==> src/sbt_pkg.sv <==
/*
  sbt_pkg: shared constants, register map, carrier types and master
  sequencer states of the serial byte transfer engine.
  Assumes a single 10 MHz system clock and open-drain pins resolved outside.
*/
// Operation
// - bytes leave on the data line most significant bit first
// - first received bit ends up in bit 7 of the byte register
// - bus data shifts in while shifting out; register holds last bus byte
// - lost arbitration turns master transmitter into slave receiver, byte kept
// - master from generated START until arbitration loss or generated STOP
// - event per byte; receiver before acknowledge, transmitter after it
// - master write sends START, address with direction 0, then acknowledged data
// - master transfer ends on arbitration loss, or else only after stop request flag set, then STOP
// - no byte register write after master transmit event gives master receiver
// - master read sends address with direction 1, clocks in slave data
// - master receiver sets ack request flag and event after every byte
// - ack bit 1 sends acknowledge, 0 sends no-acknowledge; 0 for last byte
// - master receiver ends on STOP; byte register write gives master transmitter
// - slave inhibit 0: START plus address gives slave receiver, event, ack request
// - no-acknowledged slave address mutes slave events until next START
// - slave receiver ends on STOP; byte register write gives slave transmitter
// - no write after slave transmit event gives slave receiver; STOP ends it
// - event flag set holds clock line low and stalls the bus
// - writing 0 to event flag clears it and resumes; writing 1 forces it
package sbt_pkg;
    // ----------------------------------------------------------------
    // register map
    // ----------------------------------------------------------------
    localparam logic [7:0] ADDR_SHIFT = 8'hc2;
    localparam logic [7:0] ADDR_CTRL = 8'hc0;
    localparam logic [7:0] RST_SHIFT = 8'h00;
    localparam logic [7:0] RST_READ = 8'h00;
    localparam int B_MASTER = 7;
    localparam int B_TXMODE = 6;
    localparam int B_STA = 5;
    localparam int B_STO = 4;
    localparam int B_ACK_REQUEST_FLAG = 3;
    localparam int B_ARBLOST = 2;
    localparam int B_ACK = 1;
    localparam int B_SI = 0;
    // ----------------------------------------------------------------
    // timing
    // ----------------------------------------------------------------
    localparam int CLK_PERIOD_NS = 100;
    localparam int SCL_PERIOD_NS = 800;
    localparam int SCL_HALF_RAW = SCL_PERIOD_NS / 2 / CLK_PERIOD_NS;
    localparam int SCL_HALF_CYC = (SCL_HALF_RAW < 1) ? 1 : SCL_HALF_RAW;
    localparam int RX_FIFO_DEPTH = 16;
    // ----------------------------------------------------------------
    // types
    // ----------------------------------------------------------------
    typedef struct packed {
        logic [7:0] addr;
        logic wr;
        logic rd;
        logic [7:0] wdata;
    } sbt_sfr_req_t;
    typedef enum logic [2:0] {
        M_IDLE,
        M_START_A,
        M_START_B,
        M_RUN,
        M_RS,
        M_STOP_A,
        M_STOP_B,
        M_STOP_C
    } sbt_mstate_t;
endpackage

==> src/sbt_fifo.sv <==
/*
  sbt_fifo: synchronous valid/ready buffer of WIDTH x DEPTH words.
  Assumes one clock and synchronous active-high reset; DEPTH at least 2.
*/
`timescale 1ns/1ps
`default_nettype none

module sbt_fifo #(
    parameter int WIDTH = 8,
    parameter int DEPTH = 16
) (
    // system
    input wire logic clock,
    input wire logic rst,
    // fill side
    input wire logic inValid,
    output logic inReady,
    input wire logic [WIDTH-1:0] inData,
    // drain side
    output logic outValid,
    input wire logic outReady,
    output logic [WIDTH-1:0] outData
);
    localparam int AW = $clog2(DEPTH);
    localparam logic [AW:0] FULL = (AW + 1)'(DEPTH);
    localparam logic [AW-1:0] LAST = AW'(DEPTH - 1);

    logic [WIDTH-1:0] mem [DEPTH];
    logic [AW-1:0] wrPtr;
    logic [AW-1:0] rdPtr;
    logic [AW:0] count;
    wire logic push;
    wire logic pop;

    assign inReady = (count != FULL);
    assign outValid = (count != '0);
    assign outData = mem[rdPtr];
    assign push = inValid && inReady;
    assign pop = outValid && outReady;

    // ----------------------------------------------------------------
    // storage and pointers
    // ----------------------------------------------------------------
    always_ff @(posedge clock) begin
        if (push) begin
            mem[wrPtr] <= inData;
        end
    end

    always_ff @(posedge clock) begin
        if (rst) begin
            wrPtr <= '0;
            rdPtr <= '0;
            count <= '0;
        end else begin
            if (push) begin
                wrPtr <= (wrPtr == LAST) ? '0 : wrPtr + AW'(1);
            end
            if (pop) begin
                rdPtr <= (rdPtr == LAST) ? '0 : rdPtr + AW'(1);
            end
            if (push && !pop) begin
                count <= count + (AW + 1)'(1);
            end else if (pop && !push) begin
                count <= count - (AW + 1)'(1);
            end
        end
    end
endmodule
`default_nettype wire

==> src/sbt_smbus.sv <==
/*
  sbt_smbus: byte transfer engine of a two-wire serial interface: shift
  register, transfer mode flags, master clock sequencer, receive stream.
  Assumes one clock, pins resolved outside as open drain, firmware access
  through the special function register port.
*/
`timescale 1ns/1ps
`default_nettype none

module sbt_smbus #(
    parameter int FIFO_DEPTH = sbt_pkg::RX_FIFO_DEPTH
) (
    // system
    input wire logic clock,
    input wire logic rst,
    // register port
    input wire sbt_pkg::sbt_sfr_req_t sfrReq,
    output logic [7:0] sfrRdData,
    // loose control and status
    input wire logic enable,
    input wire logic slaveInhibit,
    output logic addrReadDir,
    // bus pins
    input wire logic sclIn,
    output logic sclOut,
    output logic sclOe,
    input wire logic sdaIn,
    output logic sdaOut,
    output logic sdaOe,
    // receive stream
    output logic rxValid,
    input wire logic rxReady,
    output logic [7:0] rxByte
);
    localparam logic [7:0] HALF_M1 = 8'(sbt_pkg::SCL_HALF_CYC - 1);

    // ----------------------------------------------------------------
    // state
    // ----------------------------------------------------------------
    logic [1:0] sclSync;
    logic [1:0] sdaSync;
    logic sclP;
    logic sdaP;
    logic [7:0] sh;
    logic txBit;
    logic ackIn;
    logic si;
    logic master;
    logic txmode;
    logic start_request_flag;
    logic stop_request_flag;
    logic ack_request_flag;
    logic arblost;
    logic ack;
    logic wrote;
    logic busBusy;
    logic skipFall;
    logic [3:0] bitCnt;
    logic addrPhase;
    logic addressed;
    logic ignore;
    logic stallLow;
    logic mSclLow;
    logic mSdaLow;
    logic [7:0] tickCnt;
    logic fifoInReady;
    sbt_pkg::sbt_mstate_t state;
    sbt_pkg::sbt_mstate_t next_state;
    logic next_sclLow;
    logic next_sdaLow;

    // ----------------------------------------------------------------
    // decode and events
    // ----------------------------------------------------------------
    wire logic sclS = sclSync[1];
    wire logic sdaS = sdaSync[1];
    wire logic sclRise = sclS && !sclP;
    wire logic sclFall = !sclS && sclP;
    wire logic startDet = sclS && sclP && sdaP && !sdaS;
    wire logic stopDet = sclS && sclP && !sdaP && sdaS;
    wire logic tick = (tickCnt == 8'h00);
    wire logic wrShift = sfrReq.wr && (sfrReq.addr == sbt_pkg::ADDR_SHIFT);
    wire logic wrCtrl = sfrReq.wr && (sfrReq.addr == sbt_pkg::ADDR_CTRL);
    wire logic siForce = wrCtrl && sfrReq.wdata[sbt_pkg::B_SI];
    wire logic siClr = wrCtrl && !sfrReq.wdata[sbt_pkg::B_SI] && si;
    wire logic edgeOk = busBusy && !si && !skipFall;
    wire logic involved = master || addressed || (addrPhase && !ignore && !slaveInhibit);
    wire logic byteDone = edgeOk && sclFall && (bitCnt == 4'h7);
    wire logic ackDone = edgeOk && sclFall && (bitCnt == 4'h8);
    wire logic rxByteEv = byteDone && !txmode && involved;
    wire logic txAckEv = ackDone && txmode && involved && !ack_request_flag;
    wire logic txOn = involved && txmode && edgeOk && (bitCnt < 4'h8);
    wire logic arbLose = master && txOn && sclRise && txBit && !sdaS;
    wire logic stopRx = stopDet && addressed;
    wire logic genIdle = (state == sbt_pkg::M_IDLE) && !master;
    wire logic slaveStart = startDet && genIdle;
    wire logic mStartEv = tick && (state == sbt_pkg::M_START_B);
    wire logic stopDone = tick && (state == sbt_pkg::M_STOP_C) && sclS;
    wire logic siSet = rxByteEv || txAckEv || arbLose || stopRx || mStartEv || siForce;
    wire logic siClrEff = siClr && !siSet;
    wire logic shTop = sh[7];
    wire logic [3:0] next_bitCnt = (bitCnt == 4'h8) ? 4'h0 : 4'(bitCnt + 4'h1);
    wire logic txDrive = txOn && !txBit && (!master || state == sbt_pkg::M_RUN);
    wire logic ackDrive = involved && ack_request_flag && edgeOk && (bitCnt == 4'h8) && ack;
    wire logic [7:0] ctrlVal;
    wire logic [7:0] rdSel;

    assign ctrlVal[sbt_pkg::B_MASTER] = master;
    assign ctrlVal[sbt_pkg::B_TXMODE] = txmode;
    assign ctrlVal[sbt_pkg::B_STA] = start_request_flag;
    assign ctrlVal[sbt_pkg::B_STO] = stop_request_flag;
    assign ctrlVal[sbt_pkg::B_ACK_REQUEST_FLAG] = ack_request_flag;
    assign ctrlVal[sbt_pkg::B_ARBLOST] = arblost;
    assign ctrlVal[sbt_pkg::B_ACK] = ack;
    assign ctrlVal[sbt_pkg::B_SI] = si;
    assign rdSel = (sfrReq.addr == sbt_pkg::ADDR_SHIFT) ? sh :
                   (sfrReq.addr == sbt_pkg::ADDR_CTRL) ? ctrlVal : sbt_pkg::RST_READ;
    assign sclOut = 1'b0;
    assign sdaOut = 1'b0;
    assign sclOe = mSclLow || si || stallLow;
    assign sdaOe = mSdaLow || txDrive || ackDrive;

    // ----------------------------------------------------------------
    // pin sampling and register read
    // ----------------------------------------------------------------
    always_ff @(posedge clock) begin
        sclSync <= {sclSync[0], sclIn};
        sdaSync <= {sdaSync[0], sdaIn};
        sclP <= sclS;
        sdaP <= sdaS;
    end

    always_ff @(posedge clock) begin
        if (rst) begin
            sfrRdData <= sbt_pkg::RST_READ;
        end else if (sfrReq.rd) begin
            sfrRdData <= rdSel;
        end
    end

    always_ff @(posedge clock) begin
        if (rst || tick) begin
            tickCnt <= HALF_M1;
        end else begin
            tickCnt <= tickCnt - 8'h01;
        end
    end

    // ----------------------------------------------------------------
    // frame and bit tracking
    // ----------------------------------------------------------------
    always_ff @(posedge clock) begin
        if (rst || !enable) begin
            busBusy <= 1'b0;
            skipFall <= 1'b0;
            bitCnt <= 4'h0;
        end else if (startDet) begin
            busBusy <= 1'b1;
            skipFall <= 1'b1;
            bitCnt <= 4'h0;
        end else if (stopDet) begin
            busBusy <= 1'b0;
        end else if (sclFall && busBusy) begin
            skipFall <= 1'b0;
            if (edgeOk) begin
                bitCnt <= next_bitCnt;
            end
        end
    end

    // ----------------------------------------------------------------
    // shift register
    // ----------------------------------------------------------------
    always_ff @(posedge clock) begin
        if (rst) begin
            sh <= sbt_pkg::RST_SHIFT;
        end else if (wrShift) begin
            sh <= sfrReq.wdata;
        end else if (sclRise && edgeOk && bitCnt < 4'h8) begin
            sh <= {sh[6:0], sdaS};
        end
    end

    always_ff @(posedge clock) begin
        if (rst) begin
            txBit <= 1'b1;
            ackIn <= 1'b1;
        end else begin
            if (wrShift) begin
                txBit <= sfrReq.wdata[7];
            end else if (sclFall && busBusy && !si) begin
                txBit <= sh[7];
            end
            if (sclRise && edgeOk && bitCnt == 4'h8) begin
                ackIn <= sdaS;
            end
        end
    end

    // ----------------------------------------------------------------
    // event, acknowledge and request flags
    // ----------------------------------------------------------------
    always_ff @(posedge clock) begin
        if (rst) begin
            si <= 1'b0;
            arblost <= 1'b0;
            ack_request_flag <= 1'b0;
        end else begin
            si <= siSet ? 1'b1 : (siClr ? 1'b0 : si);
            arblost <= arbLose ? 1'b1 : (siClrEff ? 1'b0 : arblost);
            ack_request_flag <= rxByteEv ? 1'b1 : (ackDone ? 1'b0 : ack_request_flag);
        end
    end

    always_ff @(posedge clock) begin
        if (rst) begin
            ack <= 1'b0;
            start_request_flag <= 1'b0;
            stop_request_flag <= 1'b0;
        end else begin
            if (txAckEv) begin
                ack <= !ackIn;
            end else if (wrCtrl) begin
                ack <= sfrReq.wdata[sbt_pkg::B_ACK];
            end
            if (rxByteEv && addrPhase) begin
                start_request_flag <= 1'b1;
            end else if (wrCtrl) begin
                start_request_flag <= sfrReq.wdata[sbt_pkg::B_STA];
            end
            if (stopRx) begin
                stop_request_flag <= 1'b1;
            end else if (stopDone) begin
                stop_request_flag <= 1'b0;
            end else if (wrCtrl) begin
                stop_request_flag <= sfrReq.wdata[sbt_pkg::B_STO];
            end
        end
    end

    // ----------------------------------------------------------------
    // transfer mode
    // ----------------------------------------------------------------
    always_ff @(posedge clock) begin
        if (rst) begin
            master <= 1'b0;
            txmode <= 1'b0;
            wrote <= 1'b0;
        end else begin
            if (mStartEv) begin
                master <= 1'b1;
            end else if (arbLose || stopDone) begin
                master <= 1'b0;
            end
            if (mStartEv) begin
                txmode <= 1'b1;
            end else if (arbLose || slaveStart || stopDet) begin
                txmode <= 1'b0;
            end else if (siClrEff) begin
                txmode <= wrote || wrShift;
            end
            wrote <= siClrEff ? 1'b0 : (wrote || wrShift);
        end
    end

    // ----------------------------------------------------------------
    // slave addressing
    // ----------------------------------------------------------------
    always_ff @(posedge clock) begin
        if (rst || !enable) begin
            addrPhase <= 1'b0;
            addressed <= 1'b0;
            ignore <= 1'b0;
            addrReadDir <= 1'b0;
        end else if (slaveStart || arbLose) begin
            addrPhase <= 1'b1;
            addressed <= 1'b0;
            ignore <= 1'b0;
        end else if (stopDet) begin
            addrPhase <= 1'b0;
            addressed <= 1'b0;
        end else if (ackDone && addrPhase) begin
            addrPhase <= 1'b0;
            addressed <= involved && ack && !master;
            ignore <= !(involved && ack);
        end else if (byteDone && addrPhase) begin
            addrReadDir <= sh[0];
        end
    end

    // ----------------------------------------------------------------
    // master sequencer
    // ----------------------------------------------------------------
    always_comb begin
        next_state = state;
        next_sclLow = mSclLow;
        next_sdaLow = mSdaLow;
        case (state)
            sbt_pkg::M_IDLE: begin
                if (start_request_flag && !si && enable && !busBusy && sclS && sdaS) begin
                    next_state = sbt_pkg::M_START_A;
                end
            end
            sbt_pkg::M_START_A: begin
                next_sdaLow = 1'b1;
                next_state = sbt_pkg::M_START_B;
            end
            sbt_pkg::M_START_B: begin
                next_sclLow = 1'b1;
                next_state = sbt_pkg::M_RUN;
            end
            sbt_pkg::M_RUN: begin
                if (mSdaLow) begin
                    next_sdaLow = 1'b0;
                end else if (si || stallLow) begin
                    next_sclLow = mSclLow;
                end else if (bitCnt == 4'h0 && mSclLow && !skipFall && stop_request_flag) begin
                    next_state = sbt_pkg::M_STOP_A;
                end else if (bitCnt == 4'h0 && mSclLow && !skipFall && start_request_flag) begin
                    next_state = sbt_pkg::M_RS;
                end else if (mSclLow) begin
                    next_sclLow = 1'b0;
                end else if (sclS) begin
                    next_sclLow = 1'b1;
                end
            end
            sbt_pkg::M_RS: begin
                if (mSclLow) begin
                    next_sclLow = 1'b0;
                end else if (sclS && sdaS) begin
                    next_state = sbt_pkg::M_START_A;
                end
            end
            sbt_pkg::M_STOP_A: begin
                next_sdaLow = 1'b1;
                next_state = sbt_pkg::M_STOP_B;
            end
            sbt_pkg::M_STOP_B: begin
                next_sclLow = 1'b0;
                next_state = sbt_pkg::M_STOP_C;
            end
            sbt_pkg::M_STOP_C: begin
                if (sclS) begin
                    next_sdaLow = 1'b0;
                    next_state = sbt_pkg::M_IDLE;
                end
            end
            default: begin
                next_state = sbt_pkg::M_IDLE;
            end
        endcase
    end

    always_ff @(posedge clock) begin
        if (rst || !enable || arbLose) begin
            state <= sbt_pkg::M_IDLE;
            mSclLow <= 1'b0;
            mSdaLow <= 1'b0;
        end else if (tick) begin
            state <= next_state;
            mSclLow <= next_sclLow;
            mSdaLow <= next_sdaLow;
        end
    end

    // ----------------------------------------------------------------
    // receive stream with bus stall on full
    // ----------------------------------------------------------------
    always_ff @(posedge clock) begin
        if (rst) begin
            stallLow <= 1'b0;
        end else begin
            stallLow <= !fifoInReady && (stallLow || !sclS);
        end
    end

    sbt_fifo #(
        .WIDTH(8),
        .DEPTH(FIFO_DEPTH)
    ) rxFifo (
        .clock(clock),
        .rst(rst),
        .inValid(rxByteEv),
        .inReady(fifoInReady),
        .inData(sh),
        .outValid(rxValid),
        .outReady(rxReady),
        .outData(rxByte)
    );
endmodule
`default_nettype wire

==> config.mk <==
export PLATFORM = sky130hd
export DESIGN_NAME = sbt_smbus
export DESIGN_NICKNAME = d
export VERILOG_FILES = /design/src/sbt_pkg.sv /design/src/sbt_fifo.sv /design/src/sbt_smbus.sv
export SDC_FILE = /design/constraint.sdc
export NUM_CORES = 1
export LEC_CHECK = 0
export BUFFER_PORTS_ARGS = -buffer_cell sky130_fd_sc_hd__buf_2
export CORE_AREA = 2 2 129 131
export CTS_CLUSTER_DIAMETER = 100
export DETAILED_ROUTE_END_ITERATION = 8
export DIE_AREA = 0 0 131 133
export PLACE_DENSITY_LB_ADDON = 0.3
export SLEW_MARGIN = 10
export SYNTH_ARGS = -nofsm -noshare
export SYNTH_HDL_FRONTEND = slang
export SYNTH_HIERARCHICAL = 1
export SYNTH_SLANG_ARGS = --single-unit
==> constraint.sdc <==
create_clock -name clock -period 3 [get_ports clock]
set_input_delay 0.3 -clock clock [delete_from_list [all_inputs] [get_ports clock]]
set_output_delay 0.3 -clock clock [all_outputs]
set_load 0.01 [all_outputs]
==> reports/metrics.csv, run 1 <==
stage;metric;value;unit
synthesis;sequential area share after synthesis;0.617;
cts;CTS tree;done;
worst_setup_path;critical path's slowest cell;dfxtp_1;
synthesis;ys async rst share;0;
sta;Final Hold Viols;0;
synthesis;Synth area leader;edfxtp_1;
sta;FMAX;357;MHz
global_route;gr usage total;0.218;
worst_setup_path;CP endpoint kind;register;
power_and_ir_drop;Sw Pwr;1.59;mW
routing;Post-route DRC;0;
synthesis;Commonest cells post-synth;edfxtp_1, dfxtp_1, nor2_1, nand2_1, mux4_2;
power_and_ir_drop;Peak VDD IR;0.491;mV
layout;Diodes inserted;0;
sta;RSZ-0062 raised after global routing;no;
routing;final wirelength;18400;um
flow_run;max-cap check violation count;0;
power_and_ir_drop;Comb pwr share;0.154;
routing;DR iter-0 viols;433;
cts;Clk Latency, worst-skew pair;0.49;ns
routing;vias per inst;5.78;
worst_setup_path;required time worst endpoint;3.37;ns
synthesis;Synth Cell Area;8640;sq um
cts;Max Root-Sink Buffers;3;
cts;Setup Buffers After CTS;0;
floorplanning;die area;17400;sq um
worst_setup_path;CP delay by family, top;compound AO/OA/AOI/OAI gates;
floorplanning;num rows;47;
worst_setup_path;Critical Path Most Common Cell;ha_1;
sta;Slew HR;0.459;
floorplanning;Die Wd;131;um
routing;Post-DRT Antenna Nets;0;
floorplanning;Initial Utilization;0.534;
worst_setup_path;WS Path Type;register to register;
global_route;largest net degree at the start of global routing;33;
routing;Avg WL per Cell;19.6;um
synthesis;synth top area cells;edfxtp_1, dfxtp_1, mux4_2;
routing;DR vias;5439;
power_and_ir_drop;Clock Power Share;0.388;
worst_setup_path;max incr delay on CP;0.39;ns
global_route;vias in the first global route;5517;
layout;fin util;0.616;
power_and_ir_drop;Int Pwr;5.05;mW
synthesis;Yosys warnings;6;
layout;Final nets;750;
power_and_ir_drop;power density cells;666;nW/um^2
cts;cts bufs inserted;21;
worst_setup_path;cells along the critical path;and4bb_2 -> nand4_1 -> nor3_2 -> a21boi_2 -> ha_1 -> inv_2 -> ha_1 -> a21o_2 -> a21oi_1 -> nor4_1 -> a311o_1;
power_and_ir_drop;Sw Share;0.239;
worst_setup_path;worst-path maximum fanout;6;
sta;Slew Limit Fails;0;
sta;clock skew;0.0104;ns
routing;Pre-antenna DRT Iters;5;
layout;fraction of layout cells with a size suffix above 1;0.237;
global_route;first-pass GRT wire length;29300;um
sta;post-route setup TNS;0;ns
synthesis;commonest register cell after synthesis;edfxtp_1;
synthesis;post-synthesis average cell area;13.6;sq um
sta;Slew @ Worst Pin;0.801;ns
floorplanning;Ports;47;
worst_setup_path;CP Buf/Inv Count;1;
sta;Final period util;0.935;
cts;CTS H-Tree Depth;1;
placement;Final GP Congestion;0.869;
floorplanning;Die Y;133;um
sta;Tmin final;2.80;ns
synthesis;count leader, synth;edfxtp_1;
synthesis;Post-Syn Instances;636;
placement;IO buf count;44;
worst_setup_path;Startpoint Class;register;
status;run status;finished clean;
synthesis;share of the synthesized area in the top cell type;0.445;
floorplanning;total core area;16200;sq um
placement;DP Wirelength;12100;um
synthesis;number of synthesized flops with an enable pin;128;
cts;clk root buf;clkbuf_16;
worst_setup_path;critical path arrival;3.18;ns
hold_path;worst min path class;input port to register;
sta;Final setup viols;0;
synthesis;Seq cells post-synth;202;
layout;Area Growth Syn to Fin;15.3;%
cts;TritonCTS Sinks;202;
synthesis;number of library cell types mapped by synthesis;69;
cts;Worst-path clk slew;0.06;ns
global_route;initial antenna violation count;0;
power_and_ir_drop;leakage power;3.56;nW
global_route;grt ovf;0;
power_and_ir_drop;Reg power frac;0.458;
## metrics by stage
step	worst slack [ns]	instances	total power, mW	instance area [sq um]	hold slack, ns
final	0.196	941	6.64	9960	0.112
after global routing	0.0304	941	6.90	9960	0.122
after CTS	0.152	941	6.70	9940	0.0961
after detailed placement	0.222	901	4.11	9220	0.318
after global placement	0.311	901	4.08	9220	0.312
after floorplan	0.00836	637	3.87	8650	0.310
## power by group through the flow
stage               Clock [mW]  Combinational [mW]  Sequential (mW)
global route              2.74                1.11             3.05
floorplan                    0               0.786             3.08
finish                    2.58                1.02             3.04
global placement             0               0.988             3.09
CTS                       2.63                1.02             3.04
detailed placement           0                1.01             3.10
## registers in the layout, summed over array words and instances (netlist names), 2 cells and up, named ones only
name	cells
state	3
rxFifo/wrPtr	4
rxFifo/mem	128
bitCnt	4
rxFifo/rdPtr	4
sdaSync	2
sh	8
rxFifo/count	5
sclSync	2
sfrRdData	8
tickCnt	8
## path summary, 6_finish.rpt
path	start	to	slack (ns)	cells past startpoint
worst max-delay path	busBusy$_SDFFE_PP0P_	rxFifo/count[3]$_SDFFE_PP0P_	0.20	11
worst min-delay path	sfrReq[2]	sh[2]$_SDFFE_PP0P_	0.11	3
worst max register to register	busBusy$_SDFFE_PP0P_	rxFifo/count[3]$_SDFFE_PP0P_	0.20	11
worst min register to register	sclSync[0]$_DFF_P_	sclSync[1]$_DFF_P_	0.33	0
## tightest hold or removal path, delay by kind of cell
family / cells / cell delay [ns]
buffers and inverters: 1 / 0.10
AND/OR/NAND/NOR: 1 / 0.10
AO/OA/AOI/OAI: 1 / 0.06
## area by class of cell
class | count | area [sq um]
multi-input combinational | 394 | 3160
clock buffer | 27 | 588
sequential | 202 | 5330
clock inverter | 11 | 111
inverter | 16 | 60.1
tap | 220 | 275
timing repair buffer | 71 | 440
fill | 1224 | 6210
## metal layers
metal | track usage | part of all wire | up-vias
li1 | - | - | 2561
met1 | 0.289 | 0.42 | 2714
met2 | 0.380 | 0.52 | 141
met3 | 0.0319 | 0.045 | 23
met4 | 0.0461 | 0.017 | 0
met5 | 0 | 0 | -
## placed cells by master, fill, tap and decap left out, drive strengths merged, types with 16 or more instances in the layout
cell	n
a22oi	16
nand2	37
mux4	32
inv	17
dfxtp	74
clkbuf	27
ha	18
edfxtp	128
nor2	73
a21oi	30
mux2i	16
buf	69
## cell families after synthesis
kind of cell / share of synthesized area
XOR/XNOR: 0.0132
AO/OA/AOI/OAI: 0.0787
AND/OR/NAND/NOR: 0.126
flip-flops: 0.617
buffers and inverters: 0.0214
multiplexers: 0.115
adder cells (fa/ha/maj): 0.0284
other: 0.000434
## timing repair
| item | 4_1_cts | 5_1_grt |
|---|---|---|
| endpoints found under the setup margin | 0 | 1 |
| resized for setup | 0 | 6 |
| hold buffers | 2 | 0 |
| hold endpoints to repair | 2 | 0 |
Note: power is estimated with default switching activity, not from simulation.
==> inputs of run 2 (changes only) <==
--- a/config.mk
+++ b/config.mk
@@ -6,10 +6,12 @@
 export NUM_CORES = 1
 export LEC_CHECK = 0
 export BUFFER_PORTS_ARGS = -buffer_cell sky130_fd_sc_hd__buf_2
-export CORE_AREA = 2 2 129 131
+export CELL_PAD_IN_SITES_DETAIL_PLACEMENT = 0
+export CELL_PAD_IN_SITES_GLOBAL_PLACEMENT = 2
+export CORE_AREA = 2 2 152 154
 export CTS_CLUSTER_DIAMETER = 100
 export DETAILED_ROUTE_END_ITERATION = 8
-export DIE_AREA = 0 0 131 133
+export DIE_AREA = 0 0 154 156
 export PLACE_DENSITY_LB_ADDON = 0.3
 export SLEW_MARGIN = 10
 export SYNTH_ARGS = -nofsm -noshare
==> reports/metrics.csv, run 2 (synthesis gave the netlist of run 1 again) <==
stage;metric;value;unit
status;run status;finished clean;
layout;Finished Layout Cells;1014;
cts;Max Root-Sink Buffers;3;
hold_path;Hold Crit Endpoint;sh[2]$_SDFFE_PP0P_;
routing;final wirelength;19700;um
worst_setup_path;required time worst endpoint;3.40;ns
routing;Post-route DRC;0;
routing;vias per inst;5.31;
cts;TritonCTS Sinks;202;
power_and_ir_drop;total design power;6.75;mW
sta;clock skew;0.0126;ns
placement;Final GP Congestion;0.791;
layout;Area Growth Syn to Fin;16.8;%
flow_run;max-cap check violation count;0;
cts;Clk Latency, worst-skew pair;0.52;ns
layout;Largest Register;rxFifo/mem;
worst_setup_path;WS Path Type;register to register;
power_and_ir_drop;power density cells;669;nW/um^2
sta;Final Hold Viols;0;
sta;Slew HR;0.442;
routing;Avg WL per Cell;19.4;um
placement;IO buf count;44;
hold_path;Hold Crit Depth;3;
worst_setup_path;critical path arrival;3.18;ns
floorplanning;die area;24000;sq um
routing;DR iter-0 viols;436;
layout;Largest register FFs;128;
worst_setup_path;FF-to-FF setup slack;0.22;ns
floorplanning;Die Y;156;um
routing;Post-DRT Antenna Nets;0;
global_route;gr usage total;0.165;
worst_setup_path;Startpoint Class;register;
global_route;grt ovf;0;
layout;fin area;10100;sq um
placement;DP Wirelength;13600;um
layout;Final nets;756;
cts;CTS tree;done;
sta;Slew Limit Fails;0;
worst_setup_path;CP endpoint kind;register;
cts;CTS H-Tree Depth;1;
global_route;largest net degree at the start of global routing;33;
worst_setup_path;worst-path maximum fanout;6;
floorplanning;Initial Utilization;0.386;
sta;Slew @ Worst Pin;0.836;ns
placement;DP Area;9330;sq um
sta;Final setup viols;0;
layout;commonest cells after routing, fill and taps aside;edfxtp_1, nor2_1, dfxtp_1, buf_2, nand2_1;
placement;DP Cell Count;970;
floorplanning;num rows;55;
sta;post-route setup TNS;0;ns
global_route;initial antenna violation count;0;
global_route;vias in the first global route;5609;
floorplanning;total core area;22400;sq um
layout;Fillers;1987;
hold_path;worst min path class;input port to register;
layout;fraction of layout cells with a size suffix above 1;0.232;
worst_setup_path;Worst R2R Start;rxFifo/count[0]$_SDFFE_PP0P_;
layout;Diodes inserted;0;
hold_path;Hold Startpoint;sfrReq[2];
sta;RSZ-0062 raised after global routing;no;
sta;Tmin final;2.78;ns
cts;cts bufs inserted;23;
power_and_ir_drop;leakage power;3.59;nW
cts;Worst-path clk slew;0.06;ns
floorplanning;Ports;47;
cts;clk root buf;clkbuf_16;
global_route;first-pass GRT wire length;31200;um
sta;Final period util;0.927;
worst_setup_path;r2r endpoint;rxFifo/count[4]$_SDFFE_PP0P_;
floorplanning;Die Wd;154;um
power_and_ir_drop;Peak VDD IR;0.375;mV
sta;FMAX;360;MHz
routing;Pre-antenna DRT Iters;5;
layout;commonest non-fill, non-tap cell in the layout;edfxtp_1;
worst_setup_path;Worst Reg-to-Reg Cells;9;
routing;DR vias;5383;
==> run 2: how the worst max path moves through the flow <==
| stage | startpoint | endpoint |
|---|---|---|
| floorplan | sclSync[1]$_DFF_P_ | rxFifo/count[4]$_SDFFE_PP0P_ |
| global placement | addrPhase$_SDFFE_PP0P_ | rxFifo/count[4]$_SDFFE_PP0P_ |
| detailed placement | addrPhase$_SDFFE_PP0P_ | rxFifo/count[4]$_SDFFE_PP0P_ |
| CTS | addrPhase$_SDFFE_PP0P_ | rxFifo/count[4]$_SDFFE_PP0P_ |
| global route | addrPhase$_SDFFE_PP0P_ | rxFifo/count[4]$_SDFFE_PP0P_ |
| finish | rxFifo/count[0]$_SDFFE_PP0P_ | rxFifo/count[4]$_SDFFE_PP0P_ |
==> run 2: power breakdown <==
part | internal, mW | leakage (nW) | switching (mW)
clock | 1.58 | 0.353 | 1.10
combinational | 0.519 | 1.45 | 0.465
sequential | 2.98 | 1.79 | 0.103
==> run 2: critical path, stage by stage (launching register included) <==
cell      delay, ns
dfxtp_1        0.37
or4_4          0.60
o21ai_4        0.23
ha_1           0.21
inv_1          0.11
fa_1           0.43
nand3_1        0.12
a211oi_1       0.07
a31oi_1        0.17
mux2_2         0.35
==> run 2: metal layers <==
layer / track usage / wire [um]
met5: 0 / 0
met4: 0.0316 / 252
met3: 0.0261 / 765
met2: 0.293 / 9930
met1: 0.217 / 8760
==> run 2: metrics by stage <==
stage,hold slack (ns),util,worst slack (ns)
6_report,0.0970,0.451,0.219
3_3_place_gp,0.314,0.417,0.226
4_1_cts,0.0827,0.450,0.139
5_1_grt,0.0903,0.451,0.0309
2_1_floorplan,0.310,-,0.00836
3_5_place_dp,0.319,0.417,0.156
==> run 2: layout make-up <==
type,instances,area [sq um],area share
Tap cell,285,357,0.0354
Clock buffer,26,587,0.0582
Sequential cell,202,5330,0.528
Inverter,16,60.1,0.00596
Timing Repair Buffer,75,470,0.0466
Multi-Input combinational cell,394,3150,0.312
Clock inverter,16,136,0.0135
==> run 2: what timing repair did <==
item                                    in CTS  in global routing
setup buffers                                0                  0
hold buffers                                 2                  0
hold endpoints to repair                     2                  0
endpoints found under the setup margin       0                  1
gates resized for setup                      0                  4
==> inputs of run 3 (changes only) <==
--- a/config.mk
+++ b/config.mk
@@ -8,13 +8,12 @@
 export BUFFER_PORTS_ARGS = -buffer_cell sky130_fd_sc_hd__buf_2
 export CELL_PAD_IN_SITES_DETAIL_PLACEMENT = 0
 export CELL_PAD_IN_SITES_GLOBAL_PLACEMENT = 2
-export CORE_AREA = 2 2 152 154
+export CORE_AREA = 2 2 151 153
 export CTS_CLUSTER_DIAMETER = 100
 export DETAILED_ROUTE_END_ITERATION = 8
-export DIE_AREA = 0 0 154 156
-export PLACE_DENSITY_LB_ADDON = 0.3
+export DIE_AREA = 0 0 153 155
+export PLACE_DENSITY = 0.75
 export SLEW_MARGIN = 10
 export SYNTH_ARGS = -nofsm -noshare
 export SYNTH_HDL_FRONTEND = slang
-export SYNTH_HIERARCHICAL = 1
 export SYNTH_SLANG_ARGS = --single-unit
==> reports/metrics.csv, run 3 <==
stage;metric;value;unit
sta;Slew HR;0.497;
worst_setup_path;cells along the critical path;or3b_4 -> a2111oi_4 -> buf_4 -> nand2_2 -> inv_2 -> ha_4 -> inv_2 -> fa_2 -> a21o_1 -> a21oi_2 -> xnor2_1 -> or3_1 -> a21oi_1;
routing;Max Used Layer;met4;
synthesis;Post-Syn Instances;607;
layout;Area Growth Syn to Fin;18.3;%
sta;Tmin final;2.85;ns
synthesis;Commonest cells post-synth;edfxtp_1, dfxtp_1, nor2_1, mux4_2, nand2_1;
global_route;largest net degree at the start of global routing;33;
sta;FMAX;350;MHz
synthesis;count leader, synth;edfxtp_1;
routing;Post-DRT Antenna Nets;0;
floorplanning;die area;23700;sq um
synthesis;number of library cell types mapped by synthesis;61;
sta;Final setup viols;0;
sta;Slew @ Worst Pin;0.753;ns
routing;Pre-antenna DRT Iters;4;
sta;Final Hold Viols;0;
worst_setup_path;Startpoint Class;register;
sta;RSZ-0062 raised after global routing;no;
flow_run;max-cap check violation count;0;
sta;Final period util;0.952;
layout;commonest cells after routing, fill and taps aside;edfxtp_1, dfxtp_1, nor2_1, buf_2;
cts;Max Root-Sink Buffers;3;
layout;Largest Register;rxFifo.mem;
synthesis;number of synthesized flops with an enable pin;128;
synthesis;post-synthesis average cell area;13.9;sq um
placement;IO buf count;44;
floorplanning;total core area;22200;sq um
routing;met3 wire length;544;um
sta;clock skew;0.0122;ns
worst_setup_path;critical path arrival;3.29;ns
global_route;gr usage total;0.156;
hold_path;worst min path class;input port to register;
routing;met1 WL;7980;um
layout;commonest non-fill, non-tap cell in the layout;edfxtp_1;
routing;DR vias;5153;
routing;Avg WL per Cell;18.3;um
worst_setup_path;critical path's slowest cell;or3b_4;
worst_setup_path;WS Path Type;register to register;
worst_setup_path;worst-path maximum fanout;4;
global_route;initial antenna violation count;0;
sta;Slew Limit Fails;0;
cts;CTS H-Tree Depth;1;
global_route;grt ovf;0;
worst_setup_path;Critical Path Most Common Cell;inv_2;
floorplanning;Initial Utilization;0.380;
worst_setup_path;CP endpoint kind;register;
routing;met2 WL;9130;um
floorplanning;Die Y;155;um
layout;Final nets;727;
routing;Post-route DRC;0;
layout;Finished Layout Cells;990;
synthesis;share of the synthesized area in the top cell type;0.456;
synthesis;Seq cells post-synth;202;
cts;cts bufs inserted;22;
worst_setup_path;CP Buf/Inv Count;3;
layout;fin area;9980;sq um
global_route;vias in the first global route;5341;
worst_setup_path;CP delay by family, top;compound AO/OA/AOI/OAI gates;
cts;CTS tree;done;
cts;TritonCTS Sinks;202;
worst_setup_path;max incr delay on CP;0.40;ns
power_and_ir_drop;leakage power;3.50;nW
floorplanning;num rows;55;
placement;DP Area;9210;sq um
synthesis;Yosys warnings;0;
synthesis;Synth Cell Area;8440;sq um
routing;DR iter-0 viols;302;
placement;DP Cell Count;947;
global_route;first-pass GRT wire length;29500;um
power_and_ir_drop;Peak VDD IR;0.332;mV
synthesis;Synth area leader;edfxtp_1;
cts;Clk Latency, worst-skew pair;0.51;ns
routing;final wirelength;18200;um
layout;Fillers;2003;
power_and_ir_drop;power density cells;576;nW/um^2
layout;fin util;0.449;
layout;Diodes inserted;0;
routing;vias per inst;5.21;
layout;Largest register FFs;128;
synthesis;ys async rst share;0;
status;run status;finished clean;
floorplanning;Die Wd;153;um
layout;fraction of layout cells with a size suffix above 1;0.255;
placement;DP Wirelength;12500;um
floorplanning;Ports;47;
worst_setup_path;required time worst endpoint;3.43;ns
placement;Final GP Congestion;0.805;
synthesis;synth top area cells;edfxtp_1, dfxtp_1, mux4_2;
cts;clk root buf;clkbuf_16;
cts;Worst-path clk slew;0.06;ns
synthesis;commonest register cell after synthesis;edfxtp_1;
synthesis;sequential area share after synthesis;0.631;
sta;post-route setup TNS;0;ns
## run 3: changes by cell type in the layout (fill, tap and decap cells not counted), sizes merged, moves of 6 or more
cell   previous run  this run
buf              73        85
mux4             32        40
and4b             8         0
nor2             73        63
ha               18        12
a22oi            16         8
mux2             10         2
## run 3: cell type report
class                      instances  area, sq um  area share
tap                              285          357      0.0357
multi-input combinational        363         2970       0.297
inverter                          13         48.8     0.00489
clock buffer                      30          611      0.0612
timing repair buffer              87          561      0.0562
clock inverter                    10          110      0.0110
sequential                       202         5330       0.534
## run 3: final timing paths
check | start | end | slack (ns) | cells after the start
setup reg to reg | addrPhase$_SDFFE_PP0P_ | rxFifo.count[4]$_SDFFE_PP0P_ | 0.15 | 13
hold / removal | sfrReq[7] | sh[7]$_SDFFE_PP0P_ | 0.04 | 3
hold reg to reg | sdaSync[0]$_DFF_P_ | sdaSync[1]$_DFF_P_ | 0.33 | 0
setup / recovery | addrPhase$_SDFFE_PP0P_ | rxFifo.count[4]$_SDFFE_PP0P_ | 0.15 | 13
## run 3: stage by stage
stage          setup slack, ns  power (mW)  hold slack [ns]
3_3_place_gp           -0.0515        3.14            0.318
2_1_floorplan           0.0293        3.09            0.310
5_1_grt                0.00996        5.93           0.0416
4_1_cts                 0.0102        5.81           0.0327
3_5_place_dp            -0.160        3.14            0.316
6_report                 0.145        5.74           0.0435
## run 3: cells by family (layout without fill, tap and decap cells)
family                   after synthesis  after routing  share of synthesized area
adder cells (fa/ha/maj)               13             13                     0.0202
buffers and inverters                 43            140                     0.0205
AO/OA/AOI/OAI                         91             91                     0.0741
flip-flops                           202            202                      0.631
XOR/XNOR                              15             15                     0.0156
AND/OR/NAND/NOR                      187            187                      0.113
other                                  1              2                   0.000444
multiplexers                          55             55                      0.125
## run 3: power breakdown
group          switching, mW  internal (mW)  leakage, nW
Sequential            0.0171           2.94         1.79
Combinational         0.0689         0.0511         1.36
Clock                   1.06           1.60        0.359
## run 3: metal layers
layer / up-vias / GRT usage
met3: 32 / 0.0214
li1: 2483 / -
met1: 2559 / 0.203
met4: 0 / 0.0529
met2: 79 / 0.271
met5: - / 0
## run 3: worst register-to-register path, cell delays in order (launching register included)
cell	delay, ns
dfxtp_1	0.32
or3b_4	0.40
a2111oi_4	0.35
buf_4	0.18
nand2_2	0.06
inv_2	0.07
ha_4	0.13
inv_2	0.05
fa_2	0.35
a21o_1	0.21
a21oi_2	0.14
xnor2_1	0.08
or3_1	0.30
a21oi_1	0.14
## run 3: what timing repair did
action,in CTS,in global routing
hold endpoints to repair,2,0
hold buffers,2,0
setup buffers,0,1
gates resized for setup,4,3
pin swaps,2,4
setup endpoints to repair,1,1
